File: src/rtl/skx_consts.vh
// Constants of the slot key stream mapper: register map, field layout,
// reset values and segment geometry.
// Assumes it is included by its bare name from the design files.
`ifndef SKX_CONSTS_VH
`define SKX_CONSTS_VH

// Register byte offsets.
`define SKX_OFF_CTRL 8'h00
`define SKX_OFF_EXTJ 8'h04
`define SKX_OFF_STATUS 8'h08
`define SKX_OFF_BEARER 8'h0c
`define SKX_OFF_IV_LO 8'h10
`define SKX_OFF_IV_HI 8'h14

// Control register fields.
`define SKX_CTRL_ON 0
`define SKX_CTRL_FMT_LO 1
`define SKX_CTRL_FMT_HI 2
`define SKX_CTRL_ROUTE 3
`define SKX_CTRL_RST 8'h00

// Slot formats.
`define SKX_FMT_HALF_UNPROT 2'h0
`define SKX_FMT_HALF_PROT 2'h1
`define SKX_FMT_DBL_UNPROT 2'h2
`define SKX_FMT_DBL_PROT 2'h3

// Other reset values.
`define SKX_EXTJ_RST 8'h00
`define SKX_BEARER_RST 8'h00

// Segment geometry in bits.
`define SKX_POS_W 11
`define SKX_TAIL_LEN 11'h028
`define SKX_HALF_BASE 11'h078
`define SKX_DBL_LEN 11'h348
`define SKX_SUB_LEN 11'h050
`define SKX_SUB_DATA 11'h040

// Bus answers.
`define SKX_RESP_OKAY 2'h0
`define SKX_RESP_SLVERR 2'h2

`endif

File: src/rtl/skx_bit_map.v
// Maps a key segment bit index to its use for the current slot format.
// Assumes the caller streams tail bits 8..47 first, then payload bits in order.
`timescale 1ns/1ps
`default_nettype none
`include "skx_consts.vh"

module skx_bit_map (
    // Position and format
    input wire [10:0] pos,
    input wire [1:0] fmt,
    input wire [7:0] ext_j,
    input wire tail_ok,
    // Mapping result
    output reg [10:0] seg_len,
    output reg in_seg,
    output reg xor_en
);

    reg [10:0] pay_idx;
    reg [10:0] sub_off;

    // Key index equals stream position, so only the mask and the segment length depend on format.
    always @* begin
        pay_idx = pos - `SKX_TAIL_LEN;
        sub_off = pay_idx % `SKX_SUB_LEN;
        if (fmt[1]) begin
            seg_len = `SKX_DBL_LEN;
        end else begin
            seg_len = `SKX_HALF_BASE + {3'h0, ext_j};
        end
        in_seg = (pos < seg_len);
        if (!in_seg) begin
            xor_en = 1'b0;
        end else if (pos < `SKX_TAIL_LEN) begin
            xor_en = tail_ok;
        end else begin
            case (fmt)
                `SKX_FMT_HALF_UNPROT: xor_en = 1'b1;
                `SKX_FMT_HALF_PROT: xor_en = (pay_idx < `SKX_SUB_DATA) ||
                    (pay_idx >= `SKX_SUB_LEN);
                `SKX_FMT_DBL_UNPROT: xor_en = 1'b1;
                `SKX_FMT_DBL_PROT: xor_en = (sub_off < `SKX_SUB_DATA);
                default: xor_en = 1'b0;
            endcase
        end
    end

endmodule
`default_nettype wire

File: src/rtl/skx_iv_latch.v
// Captures the per-bearer initial value at each frame boundary.
// Assumes frame and multiframe numbers come from logic on the same clock.
`timescale 1ns/1ps
`default_nettype none

module skx_iv_latch (
    // Clock and reset
    input wire aclk,
    input wire aresetn,
    // Sources
    input wire load,
    input wire [3:0] frame_num,
    input wire [23:0] mframe_num,
    input wire [3:0] bearer_num,
    input wire [2:0] conn_num,
    // Result
    output reg [34:0] iv_r
);

    // Bearer and connection numbers make each bearer's stream distinct.
    always @(posedge aclk) begin
        if (!aresetn) begin
            iv_r <= 35'h0;
        end else if (load) begin
            iv_r <= {mframe_num, frame_num, bearer_num, conn_num};
        end
    end

endmodule
`default_nettype wire

File: src/rtl/skx_mapper.v
// Key stream mapper for half and double slot bursts, with AXI4-Lite registers.
// Assumes the generator and framing logic share aclk; no input is synchronised.
//
// Behaviour
// - Half slot protected: check bits pass unencrypted, trailing field is encrypted.
// - Half slot segments are 120+j bits, indexed from zero.
// - Segment bits 0..39 hit tail bits 8..47 only for control tails.
// - Half slot unprotected: bits 40..119+j hit payload 0..79+j.
// - Half slot protected: bits 40..103 hit data, 104..119 skipped.
// - Half slot protected, j nonzero: bits 120.. hit payload from 80.
// - Half slot frame pair totals 240+2j bits.
// - Double slot protected: every check field and trailing field stay clear.
// - Double slot protected subfield: 64 data bits then 16 check bits.
// - Double slot unprotected: all 800 payload bits are encrypted.
// - Double slot segments are 840 bits each.
// - Double slot unprotected: bits 40..839 hit payload 0..799.
// - Double slot subfield k: bits 40+80k..103+80k, next 16 skipped.
// - Double slot frame pair totals 1680 bits.
// - Each bearer has its own initial value and key stream.
// - Simplex: first field uses fixed segment, second the portable one.
// - Cipher mode is set per connection and applies to all its bearers.
// - Mode indications describe the whole connection.
// - All connections of one call share one encryption mode.
// - Link access control data stays clear unless routed to enciphered link; the code keeps only segment bits 0..39 clear, payload bits still get the key.
// - Half slot protected payload: one 64-bit subfield plus 16-bit check.
// - Half slot unprotected: all 80+j bits are channel data.
`timescale 1ns/1ps
`default_nettype none
`include "skx_consts.vh"

module skx_mapper (
    // Clock and reset
    input wire aclk,
    input wire aresetn,
    // AXI4-Lite write address
    input wire s_axi_awvalid,
    output reg s_axi_awready,
    input wire [7:0] s_axi_awaddr,
    input wire [2:0] s_axi_awprot,
    // AXI4-Lite write data
    input wire s_axi_wvalid,
    output reg s_axi_wready,
    input wire [31:0] s_axi_wdata,
    input wire [3:0] s_axi_wstrb,
    // AXI4-Lite write response
    output reg s_axi_bvalid,
    input wire s_axi_bready,
    output reg [1:0] s_axi_bresp,
    // AXI4-Lite read address
    input wire s_axi_arvalid,
    output reg s_axi_arready,
    input wire [7:0] s_axi_araddr,
    input wire [2:0] s_axi_arprot,
    // AXI4-Lite read data
    output reg s_axi_rvalid,
    input wire s_axi_rready,
    output reg [31:0] s_axi_rdata,
    output reg [1:0] s_axi_rresp,
    // Key stream generator side
    input wire key_valid,
    input wire key_bit,
    output reg key_ready,
    // Framing side, incoming field bits
    input wire in_valid,
    input wire in_bit,
    input wire in_last,
    input wire in_tail_ctl,
    input wire in_link_access_entity,
    output reg in_ready,
    // Framing side, processed field bits
    output reg out_valid,
    output reg out_bit,
    output reg out_last,
    input wire out_ready,
    // Frame timing
    input wire frame_sync,
    input wire [3:0] frame_num,
    input wire [23:0] mframe_num,
    // Segment and mode reporting
    output reg seg_sel,
    output reg cipher_mode_ind,
    output reg cipher_mode_confirm,
    output wire [34:0] init_vector
);

    // Registers.
    reg [7:0] ctrl_r;
    reg [7:0] extj_r;
    reg [7:0] bearer_r;
    reg mode_on_r;

    // Bus transaction state.
    reg aw_hold_r;
    reg w_hold_r;
    reg [7:0] aw_addr_r;
    reg [31:0] w_data_r;
    reg [3:0] w_strb_r;

    // Datapath state.
    reg din_v_r;
    reg din_bit_r;
    reg din_last_r;
    reg din_tctl_r;
    reg din_link_access_entity_r;
    reg kb_v_r;
    reg kb_r;
    reg drain_r;
    reg [10:0] pos_r;

    // Next values.
    reg din_v_nxt;
    reg kb_v_nxt;
    reg [31:0] rd_nxt;
    reg rd_err_nxt;

    wire [10:0] seg_len;
    wire in_seg;
    wire xor_en;
    wire tail_ok;
    wire need_key;
    wire fire;
    wire drain_take;
    wire in_take;
    wire key_take;
    wire [10:0] pos_inc;

    // Link access data only gets the tail cipher when routed to a ciphered link.
    assign tail_ok = din_tctl_r && !(din_link_access_entity_r && !ctrl_r[`SKX_CTRL_ROUTE]);
    assign need_key = mode_on_r && in_seg;
    assign fire = din_v_r && !drain_r && (!need_key || kb_v_r) &&
        (!out_valid || out_ready);
    assign drain_take = drain_r && kb_v_r;
    assign in_take = in_valid && in_ready;
    assign key_take = key_valid && key_ready;
    assign pos_inc = pos_r + 11'h001;

    skx_bit_map u_map (
        .pos(pos_r),
        .fmt(ctrl_r[`SKX_CTRL_FMT_HI:`SKX_CTRL_FMT_LO]),
        .ext_j(extj_r),
        .tail_ok(tail_ok),
        .seg_len(seg_len),
        .in_seg(in_seg),
        .xor_en(xor_en)
    );

    skx_iv_latch u_iv (
        .aclk(aclk),
        .aresetn(aresetn),
        .load(frame_sync),
        .frame_num(frame_num),
        .mframe_num(mframe_num),
        .bearer_num(bearer_r[3:0]),
        .conn_num(bearer_r[6:4]),
        .iv_r(init_vector)
    );

    // Holding stages fill and empty; ready is registered, so each side
    // moves at most one bit every two cycles, a trade for flop-driven ports.
    always @* begin
        din_v_nxt = din_v_r;
        if (in_take) begin
            din_v_nxt = 1'b1;
        end else if (fire) begin
            din_v_nxt = 1'b0;
        end
        kb_v_nxt = kb_v_r;
        if (key_take) begin
            kb_v_nxt = 1'b1;
        end else if ((fire && need_key) || drain_take) begin
            kb_v_nxt = 1'b0;
        end
    end

    // Input holding registers for field bits and key bits.
    always @(posedge aclk) begin
        if (!aresetn) begin
            din_v_r <= 1'b0;
            din_bit_r <= 1'b0;
            din_last_r <= 1'b0;
            din_tctl_r <= 1'b0;
            din_link_access_entity_r <= 1'b0;
            kb_v_r <= 1'b0;
            kb_r <= 1'b0;
            in_ready <= 1'b0;
            key_ready <= 1'b0;
        end else begin
            din_v_r <= din_v_nxt;
            kb_v_r <= kb_v_nxt;
            in_ready <= !din_v_nxt;
            key_ready <= !kb_v_nxt;
            if (in_take) begin
                din_bit_r <= in_bit;
                din_last_r <= in_last;
                din_tctl_r <= in_tail_ctl;
                din_link_access_entity_r <= in_link_access_entity;
            end
            if (key_take) begin
                kb_r <= key_bit;
            end
        end
    end

    // Output stage; the same XOR serves encryption and decryption.
    always @(posedge aclk) begin
        if (!aresetn) begin
            out_valid <= 1'b0;
            out_bit <= 1'b0;
            out_last <= 1'b0;
        end else if (fire) begin
            out_valid <= 1'b1;
            out_bit <= din_bit_r ^ (kb_r & xor_en & need_key);
            out_last <= din_last_r;
        end else if (out_ready) begin
            out_valid <= 1'b0;
        end
    end

    // Segment walk: each key bit is used once at its own position, and a
    // field that ends early drains the rest so the next one stays aligned.
    always @(posedge aclk) begin
        if (!aresetn) begin
            pos_r <= 11'h000;
            drain_r <= 1'b0;
            seg_sel <= 1'b0;
        end else if (frame_sync) begin
            pos_r <= 11'h000;
            drain_r <= 1'b0;
            seg_sel <= 1'b0;
        end else if (drain_take) begin
            if (pos_inc >= seg_len) begin
                pos_r <= 11'h000;
                drain_r <= 1'b0;
                seg_sel <= !seg_sel;
            end else begin
                pos_r <= pos_inc;
            end
        end else if (fire) begin
            if (!din_last_r) begin
                pos_r <= pos_inc;
            end else if (mode_on_r && pos_inc < seg_len) begin
                pos_r <= pos_inc;
                drain_r <= 1'b1;
            end else begin
                pos_r <= 11'h000;
                seg_sel <= seg_sel ^ mode_on_r;
            end
        end
    end

    // Mode requested by software takes hold at a frame boundary for every
    // bearer at once, so no bearer runs a frame in a different mode.
    always @(posedge aclk) begin
        if (!aresetn) begin
            mode_on_r <= 1'b0;
            cipher_mode_ind <= 1'b0;
            cipher_mode_confirm <= 1'b0;
        end else begin
            cipher_mode_confirm <= 1'b0;
            if (frame_sync) begin
                mode_on_r <= ctrl_r[`SKX_CTRL_ON];
                cipher_mode_ind <= ctrl_r[`SKX_CTRL_ON];
                cipher_mode_confirm <= (ctrl_r[`SKX_CTRL_ON] != mode_on_r);
            end
        end
    end

    // Write channel: address and data taken in either order, one at a time.
    always @(posedge aclk) begin
        if (!aresetn) begin
            s_axi_awready <= 1'b0;
            s_axi_wready <= 1'b0;
            s_axi_bvalid <= 1'b0;
            s_axi_bresp <= `SKX_RESP_OKAY;
            aw_hold_r <= 1'b0;
            w_hold_r <= 1'b0;
            aw_addr_r <= 8'h00;
            w_data_r <= 32'h0;
            w_strb_r <= 4'h0;
            ctrl_r <= `SKX_CTRL_RST;
            extj_r <= `SKX_EXTJ_RST;
            bearer_r <= `SKX_BEARER_RST;
        end else begin
            if (!aw_hold_r && !s_axi_bvalid && !s_axi_awready) begin
                s_axi_awready <= 1'b1;
            end
            if (!w_hold_r && !s_axi_bvalid && !s_axi_wready) begin
                s_axi_wready <= 1'b1;
            end
            if (s_axi_awvalid && s_axi_awready) begin
                aw_hold_r <= 1'b1;
                aw_addr_r <= s_axi_awaddr;
                s_axi_awready <= 1'b0;
            end
            if (s_axi_wvalid && s_axi_wready) begin
                w_hold_r <= 1'b1;
                w_data_r <= s_axi_wdata;
                w_strb_r <= s_axi_wstrb;
                s_axi_wready <= 1'b0;
            end
            if (aw_hold_r && w_hold_r && !s_axi_bvalid) begin
                aw_hold_r <= 1'b0;
                w_hold_r <= 1'b0;
                s_axi_bvalid <= 1'b1;
                s_axi_bresp <= `SKX_RESP_OKAY;
                case (aw_addr_r)
                    `SKX_OFF_CTRL: if (w_strb_r[0]) begin
                        ctrl_r <= {4'h0, w_data_r[3:0]};
                    end
                    `SKX_OFF_EXTJ: if (w_strb_r[0]) begin
                        extj_r <= w_data_r[7:0];
                    end
                    `SKX_OFF_BEARER: if (w_strb_r[0]) begin
                        bearer_r <= {1'b0, w_data_r[6:0]};
                    end
                    `SKX_OFF_STATUS, `SKX_OFF_IV_LO, `SKX_OFF_IV_HI:
                        s_axi_bresp <= `SKX_RESP_OKAY; // Read-only words change nothing.
                    default: s_axi_bresp <= `SKX_RESP_SLVERR;
                endcase
            end
            if (s_axi_bvalid && s_axi_bready) begin
                s_axi_bvalid <= 1'b0;
            end
        end
    end

    // Read mux; status shows the live segment walk.
    always @* begin
        rd_nxt = 32'h0;
        rd_err_nxt = 1'b0;
        case (s_axi_araddr)
            `SKX_OFF_CTRL: rd_nxt = {24'h0, ctrl_r};
            `SKX_OFF_EXTJ: rd_nxt = {24'h0, extj_r};
            `SKX_OFF_STATUS: rd_nxt = {5'h0, pos_r, 12'h0, drain_r, seg_sel,
                mode_on_r, din_v_r};
            `SKX_OFF_BEARER: rd_nxt = {24'h0, bearer_r};
            `SKX_OFF_IV_LO: rd_nxt = init_vector[31:0];
            `SKX_OFF_IV_HI: rd_nxt = {29'h0, init_vector[34:32]};
            default: rd_err_nxt = 1'b1;
        endcase
    end

    // Read channel: one read at a time, data one cycle after the address.
    always @(posedge aclk) begin
        if (!aresetn) begin
            s_axi_arready <= 1'b0;
            s_axi_rvalid <= 1'b0;
            s_axi_rdata <= 32'h0;
            s_axi_rresp <= `SKX_RESP_OKAY;
        end else begin
            if (!s_axi_rvalid && !s_axi_arready) begin
                s_axi_arready <= 1'b1;
            end
            if (s_axi_arvalid && s_axi_arready) begin
                s_axi_arready <= 1'b0;
                s_axi_rvalid <= 1'b1;
                s_axi_rdata <= rd_nxt;
                s_axi_rresp <= rd_err_nxt ? `SKX_RESP_SLVERR : `SKX_RESP_OKAY;
            end
            if (s_axi_rvalid && s_axi_rready) begin
                s_axi_rvalid <= 1'b0;
            end
        end
    end

endmodule
`default_nettype wire

File: config.mk
export PLATFORM = sky130hd
export DESIGN_NAME = skx_mapper
export DESIGN_NICKNAME = d
export VERILOG_FILES = /design/src/rtl/skx_bit_map.v /design/src/rtl/skx_iv_latch.v /design/src/rtl/skx_mapper.v
export VERILOG_INCLUDE_DIRS = /design/src /design/src/rtl
export SDC_FILE = /design/constraint.sdc
export NUM_CORES = 1
export LEC_CHECK = 0
export BUFFER_PORTS_ARGS = -buffer_cell sky130_fd_sc_hd__buf_4
export CAP_MARGIN = 0
export CORE_AREA = 2 2 124 126
export DETAILED_ROUTE_END_ITERATION = 16
export DIE_AREA = 0 0 126 128
export PLACE_DENSITY = 0.78
export SYNTH_ARGS = -nofsm -noshare
export SYNTH_HDL_FRONTEND = slang
export SYNTH_SLANG_ARGS = --single-unit
File: constraint.sdc
create_clock -name aclk -period 4.9 [get_ports aclk]
set_clock_uncertainty 0.15 [all_clocks]
set_input_delay 0.98 -clock aclk [delete_from_list [all_inputs] [get_ports aclk]]
set_output_delay 0.98 -clock aclk [all_outputs]
set_load 0.02 [all_outputs]
== Word level (Yosys, flattened, before mapping) ==
Cells that the tools add are included.

* Register bits after elaboration: 141
* Output and inout bits: 84

* Eq/ne operators: 16
* Bitwise operators: 5
* Mux-type cells: 28
* Div/mod/pow operators: 1
* Add/sub/neg operators: 3
* Magnitude comparators: 7
* Reductions and logical operators: 65

{| class="wikitable"
|+ Operators by type and width
! cell !! number
|-
| 32-bit one-hot mux with 6 select lines || 1
|-
| 11-bit 2-to-1 mux || 6
|-
| 8-bit by 4-bit == test with 1-bit output (second input constant) || 4
|-
| 8-bit by 5-bit == test with 1-bit output (second input constant) || 4
|-
| 1-bit logical AND || 23
|-
| 11-bit < comparator || 2
|-
| 11-bit by 7-bit < comparator with 1-bit output (second input constant) || 2
|-
| 1-bit 2-to-1 mux || 18
|-
| 8-bit by 3-bit == test with 1-bit output (second input constant) || 2
|-
| 8-bit zero test || 2
|-
| 2-bit OR reduction || 8
|-
| 1-bit zero test || 15
|-
| 6-bit OR reduction || 2
|-
| 11-bit by 1-bit adder with 11-bit output (second input constant) || 1
|-
| 11-bit greater-or-equal comparator || 1
|-
| 11-bit by 7-bit greater-or-equal comparator with 1-bit output (second input constant) || 1
|-
| 11-bit by 6-bit < comparator with 1-bit output (second input constant) || 1
|-
| 11-bit by 7-bit modulo with 11-bit output (second input constant) || 1
|-
| 11-bit by 6-bit subtractor with 11-bit output (second input constant) || 1
|-
| 7-bit by 8-bit adder with 9-bit output (first input constant) || 1
|-
| 3-bit AND reduction || 3
|-
| 4-bit AND reduction || 2
|-
| 2-bit nonzero test || 4
|-
| 2-bit == test (second input constant) || 2
|-
| other kinds (12) || 18
|}

== Logic depth before layout (Yosys ltp) ==
* Depth in word-level cells: 13
* Depth in mapped cells: 14
* Gate-level depth less buffers: 14

== Hierarchy ==
Synthesis repeated with hierarchy kept, for this count alone.

* Cell total of the unflattened synthesis: 814
* Area, all modules: 7,388.3 µm²

{| class="wikitable"
|+ Modules (own cells, without submodules)
! module !! cells each !! sequential area each (µm²) !! times used !! area each (µm²)
|-
| skx_mapper || 503 || 2,082.0 || 1 || 4,727.0
|-
| skx_iv_latch || 112 || 700.7 || 1 || 1,352.5
|-
| skx_bit_map || 199 || 0.0 || 1 || 1,308.8
|}

== Worst setup path after synthesis ==
No wires, ideal clock.

* Path kind: reg2reg
* Start point: reg pos_r[3]
* End point: reg pos_r[2]
* Arrival time: 3.526 ns
* Clock period less this slack: 3.734 ns
* Path slack: 1.166 ns
* Required time: 4.693 ns
* Path buffers: 1
* Stages on the path, launching flop included: 15
* Cell sequence: dfxtp_1 -> clkbuf_1 -> and3_1 -> xnor2_1 -> ha_1 -> a21o_1 -> a21oi_1 -> nor2b_1 -> o31a_1 -> o21a_1 -> o21ai_0 -> a31oi_1 -> o32ai_1 -> o21ai_0 -> a21bo_2

* Word-level cells in the longest chain between the ends: 7
* Elaborated cells on any way between the ends: 16

{| class="wikitable"
|+ Ends and longest elaborated chain
! element !! line !! source
|-
| from (decl) || skx_mapper.v:108 || <nowiki>reg [10:0] pos_r;</nowiki>
|-
| from (signal assigned) || skx_mapper.v:236 || <nowiki>pos_r <= pos_inc;</nowiki>
|-
| from (signal assigned) || skx_mapper.v:240 || <nowiki>pos_r <= pos_inc;</nowiki>
|-
| from (signal assigned) || skx_mapper.v:242 || <nowiki>pos_r <= pos_inc;</nowiki>
|-
| 11-bit by 1-bit adder with 11-bit output or 11-bit < comparator (tied branches) || skx_mapper.v:135, skx_bit_map.v:31 ||
|-
| 11-bit < comparator or 1-bit logical AND (tied branches) || skx_mapper.v:241, skx_mapper.v:129 ||
|-
| 1-bit logical AND or 1-bit zero test (tied branches) || skx_mapper.v:241, skx_mapper.v:130 ||
|-
| 11-bit 2-to-1 mux or 1-bit logical OR (tied branches) || skx_mapper.v:241, skx_mapper.v:130 ||
|-
| 11-bit 2-to-1 mux or 1-bit logical AND (tied branches) || skx_mapper.v:239, skx_mapper.v:130 ||
|-
| 11-bit 2-to-1 mux or 1-bit logical AND (tied branches) || skx_mapper.v:238, skx_mapper.v:130 ||
|-
| 11-bit 2-to-1 mux or 2-bit nonzero test (tied branches) || -- ||
|}

Parallel ways exist; a longest one is shown, timed or not. The select of a mux whose other input is x is not followed.
A chain may end at the register's enable or synchronous reset.

== Final worst setup path ==
* Start point: reg pos_r[4]
* End point: reg out_bit

* Word-level cells in the longest chain between the ends: 9
* Elaborated cells on any way between the ends: 19

{| class="wikitable"
|+ Ends and longest elaborated chain
! element !! line !! source
|-
| 11-bit by 6-bit subtractor with 11-bit output (no source line) || -- ||
|-
| 11-bit by 7-bit modulo with 11-bit output (no source line), or another cell as far along || -- ||
|-
| 11-bit by 7-bit < comparator with 1-bit output (no source line) or 1-bit logical OR (tied branches) || -- ||
|-
| 1-bit one-hot mux with 3 select lines || skx_bit_map.v:37 || <nowiki>case (fmt)</nowiki>
|-
| 1-bit 2-to-1 mux || skx_bit_map.v:34 || <nowiki>end else if (pos < `SKX_TAIL_LEN) begin</nowiki>
|-
| 1-bit 2-to-1 mux || skx_bit_map.v:32 || <nowiki>if (!in_seg) begin</nowiki>
|-
| 1-bit AND (2 in a row) || skx_mapper.v:212 || <nowiki>out_bit <= din_bit_r ^ (kb_r & xor_en & need_key);</nowiki>
|-
| 1-bit XOR || skx_mapper.v:212 ||
|-
| to (signal assigned) || skx_mapper.v:212 ||
|-
| to (decl) || skx_mapper.v:72 || <nowiki>output reg out_bit,</nowiki>
|}

Parallel ways exist; a longest one is shown, timed or not.

==> out/metrics.yaml <==
synth_area_mm2: 0.007221
fill_cells: 1311
grt_pass1_vias: 6012
max_slew_margin_pct: 18.38
syn_area_per_cell_um2: 8.774
drt-pass1-iter-count: 5
powerDensity_mw_per_mm2: 303.2
coreArea_mm2: 0.01486
clock_insertion_delay_worst_skew_ps: 420
worstSetupEndpointType: "flip-flop"
antenna_cells: 0
p_switching_uw: 650.5
arrival_ps: 4320
path_max_fanout: 11
p_seq_share_pct: 43.6
drtIter0Drc: 369
outcome: "finished clean"
grtUsageTotal_pct: 22.52
antenna_found_initial: 0
synth_edf_count: 0
cts_setup_buffers: 0
clk_pin_slew_ps: 60
cts_tree: "done"
nets: 1077
holdWs_ps: 310.3
hold_viol: 0
pin_count: 186
vias: 6415
async_flop_share_pct: 0
netlist_instances: 823
reg2regPathDepth: 12
drt-wirelength-per-cell_um: 16.03
clock-root-buffer: "clkbuf_16"
fmax_mhz: 242.9
die_area_mm2: 0.01613
worstHoldEndpoint: "aw_addr_r[0]$_SDFFE_PN0P_"
drv_cap: 0
reg2reg_to: "out_bit$_SDFFE_PN0P_"
cts_resized: 0
post_route_cells_drive_above_1_share_pct: 21.64
wirelength_um: 18410
place_congestion: 0.8539
hpwl_um: 13080
ys.flop_type: "dfxtp_1"
drc_errors: 0
hold_class: "reg -> reg"
peakVddDrop_uv: 267.1
crit_type: "reg -> reg"
fin_ws_ps: 782.6
required_ps: 5100
cts_made_buffers: 17
finalSetupViolCount: 0
yosysUniqueCellTypes: 72
power_frac_clock_pct: 48.2
die_y_um: 128
startpoint_type: "flip-flop"
cts_buffer_depth: 2
cts_hold_buf: 0
switching_share_pct: 23.74
rsz0062_at_grt: "false"
r2r-start: "pos_r[4]$_SDFFE_PP0P_"
synth-seq-cells: 139
yosysWarnings: 0
worst_slew_pin_slew_ps: 1214
fin_crit_sh_pct: 84.03
min_from: "aw_addr_r[0]$_SDFFE_PN0P_"
grt_max_degree: 68
h-tree-depth: 4
postRouteAntennaNets: 0
chipWidth_um: 126
slew_violations: 0
syn_to_final_growth_pct: 25.16
cts_sinks: 139
viasPerCell: 5.583
grt_remaining_overflow: 0
comb_power_share_pct: 8.2
dp_worst_setup_slack_ps: 864.4
yosysSeqAreaShare_pct: 38.54
finalCriticalPeriod_ps: 4117
tns_ps: 0
initial_core_util_pct: 48.58
p_int_mw: 2.090
grt_pass1_wl_um: 29620
min_path_cells: 2
rows: 45
reg2reg_setup_slack_ps: 780
leakagePower_nw: 3.781
port-buffer-count: 150
==> how the worst max path moves through the flow <==
stage	startpoint	end
after floorplan	pos_r[3]$_SDFFE_PP0P_	pos_r[2]$_SDFFE_PP0P_
after global placement	pos_r[4]$_SDFFE_PP0P_	out_bit$_SDFFE_PN0P_
after detailed placement	pos_r[4]$_SDFFE_PP0P_	out_bit$_SDFFE_PN0P_
after CTS	pos_r[4]$_SDFFE_PP0P_	out_bit$_SDFFE_PN0P_
after global routing	pos_r[4]$_SDFFE_PP0P_	out_bit$_SDFFE_PN0P_
final	pos_r[4]$_SDFFE_PP0P_	out_bit$_SDFFE_PN0P_
==> layout by cell type (no fill, tap or decap), drive strengths merged, types with 4 or more instances in the layout <==
master / netlist / final
nor2: 32 / 32
a211oi: 5 / 5
o21a: 12 / 12
or3: 6 / 6
or4: 6 / 6
a21oi: 12 / 12
ha: 27 / 27
nand2: 95 / 95
or2: 4 / 4
nand3: 33 / 33
clkbuf: 43 / 19
nand2b: 4 / 4
a22oi: 24 / 24
inv: 18 / 20
o31ai: 4 / 4
and2: 26 / 26
and3: 10 / 10
nand4: 4 / 4
nor2b: 71 / 71
a21boi: 40 / 40
o21ai: 34 / 34
clkinv: 0 / 5
dfxtp: 139 / 139
buf: 9 / 157
nor3: 14 / 14
a221oi: 7 / 7
mux2i: 63 / 63
nor3b: 7 / 7
a31oi: 7 / 7
xor2: 5 / 5
xnor2: 8 / 8
==> flip-flops by register name (all words and copies together) (netlist names), 4 cells and up <==
signal       flops
s_axi_rdata     32
u_iv.iv_r       35
w_data_r         8
extj_r           8
pos_r           11
bearer_r         7
aw_addr_r        8
ctrl_r           4
==> power by group through the flow <==
stage               clock, mW  sequential (mW)  combinational (mW)
floorplan                   0             1.23               0.106
global placement            0             1.22               0.223
detailed placement          0             1.22               0.225
CTS                      1.34             1.19               0.226
global route             1.39             1.20               0.245
finish                   1.32             1.20               0.225
==> layout make-up <==
type	instances	area (µm²)	area share (%)
flip-flops and latches	139	2783	30.79
repair buffers	157	1179	13.04
clock inverters	13	166.4	1.841
clock buffers	19	442.9	4.901
multi-input cells	615	4164	46.07
inverters	18	67.56	0.7476
well taps	188	235.2	2.603
==> synth_stat cells (3+ instances only) <==
cell	n	area, µm²
a211oi_1	4	30.03
inv_1	18	67.56
nor2_1	31	116.4
nor3_1	14	70.07
nand4_1	4	25.02
and2_1	25	156.4
nand3_1	33	165.2
a21oi_1	12	60.06
ha_1	27	337.8
o22ai_1	3	18.77
clkbuf_1	42	157.7
or3_1	4	25.02
a31oi_1	6	37.54
o31ai_1	3	22.52
a221oi_1	7	61.31
a22oi_1	24	180.2
o2111ai_1	3	26.28
buf_1	5	18.77
mux2i_1	62	620.6
dfxtp_1	139	2783
nand3b_1	3	22.52
nand2_1	95	356.6
nand2b_1	4	25.02
a211o_1	3	26.28
nor2b_1	71	444.2
xnor2_1	8	70.07
o21ai_0	32	160.2
and3b_1	3	26.28
xor2_1	5	43.79
or4_1	5	37.54
and3_1	10	62.56
a21boi_0	40	300.3
or2_2	3	18.77
a21o_1	3	22.52
nor3b_1	7	52.55
o21a_1	12	90.09
==> cell families after synthesis <==
kind of cell	synth area share, %
AOI/OAI and AO/OA	18.06
xor gates and xnor gates	1.577
adders and majority gates	4.679
buffers and inverters	3.968
DFF	38.54
muxes	9.097
other	0.05193
and+or+nand+nor	24.03
==> metal layers <==
layer	up-vias	share of wire, %	GRT usage [%]
met2	169	50	38.74
met3	45	3.8	3.881
met1	3037	44	27.97
met4	0	2.6	9.438
met5	-	0	0
li1	3164	-	-
==> stage by stage <==
| step | cells | instance area, µm² | power, mW | utilization [%] |
|---|---|---|---|---|
| 2_1_floorplan | 824 | 7224 | 1.340 | - |
| 3_3_place_gp | 1117 | 8428 | 1.441 | 56.70 |
| 3_5_place_dp | 1117 | 8428 | 1.444 | 56.70 |
| 4_1_cts | 1149 | 9037 | 2.761 | 60.80 |
| 5_1_grt | 1149 | 9037 | 2.837 | 60.80 |
| 6_report | 1149 | 9037 | 2.740 | 60.80 |
==> worst max-delay path: stages (launching register included) <==
cell      delay, ps
dfxtp_1         560
inv_1           170
ha_1            250
or3b_1          350
mux2i_1         400
nand2_1         250
xnor2_1         180
a211o_1         320
mux2i_2         270
o311ai_1        160
a32o_1          300
or4_1           500
a31oi_1         170
Note: power is estimated with default switching activity, not from simulation.
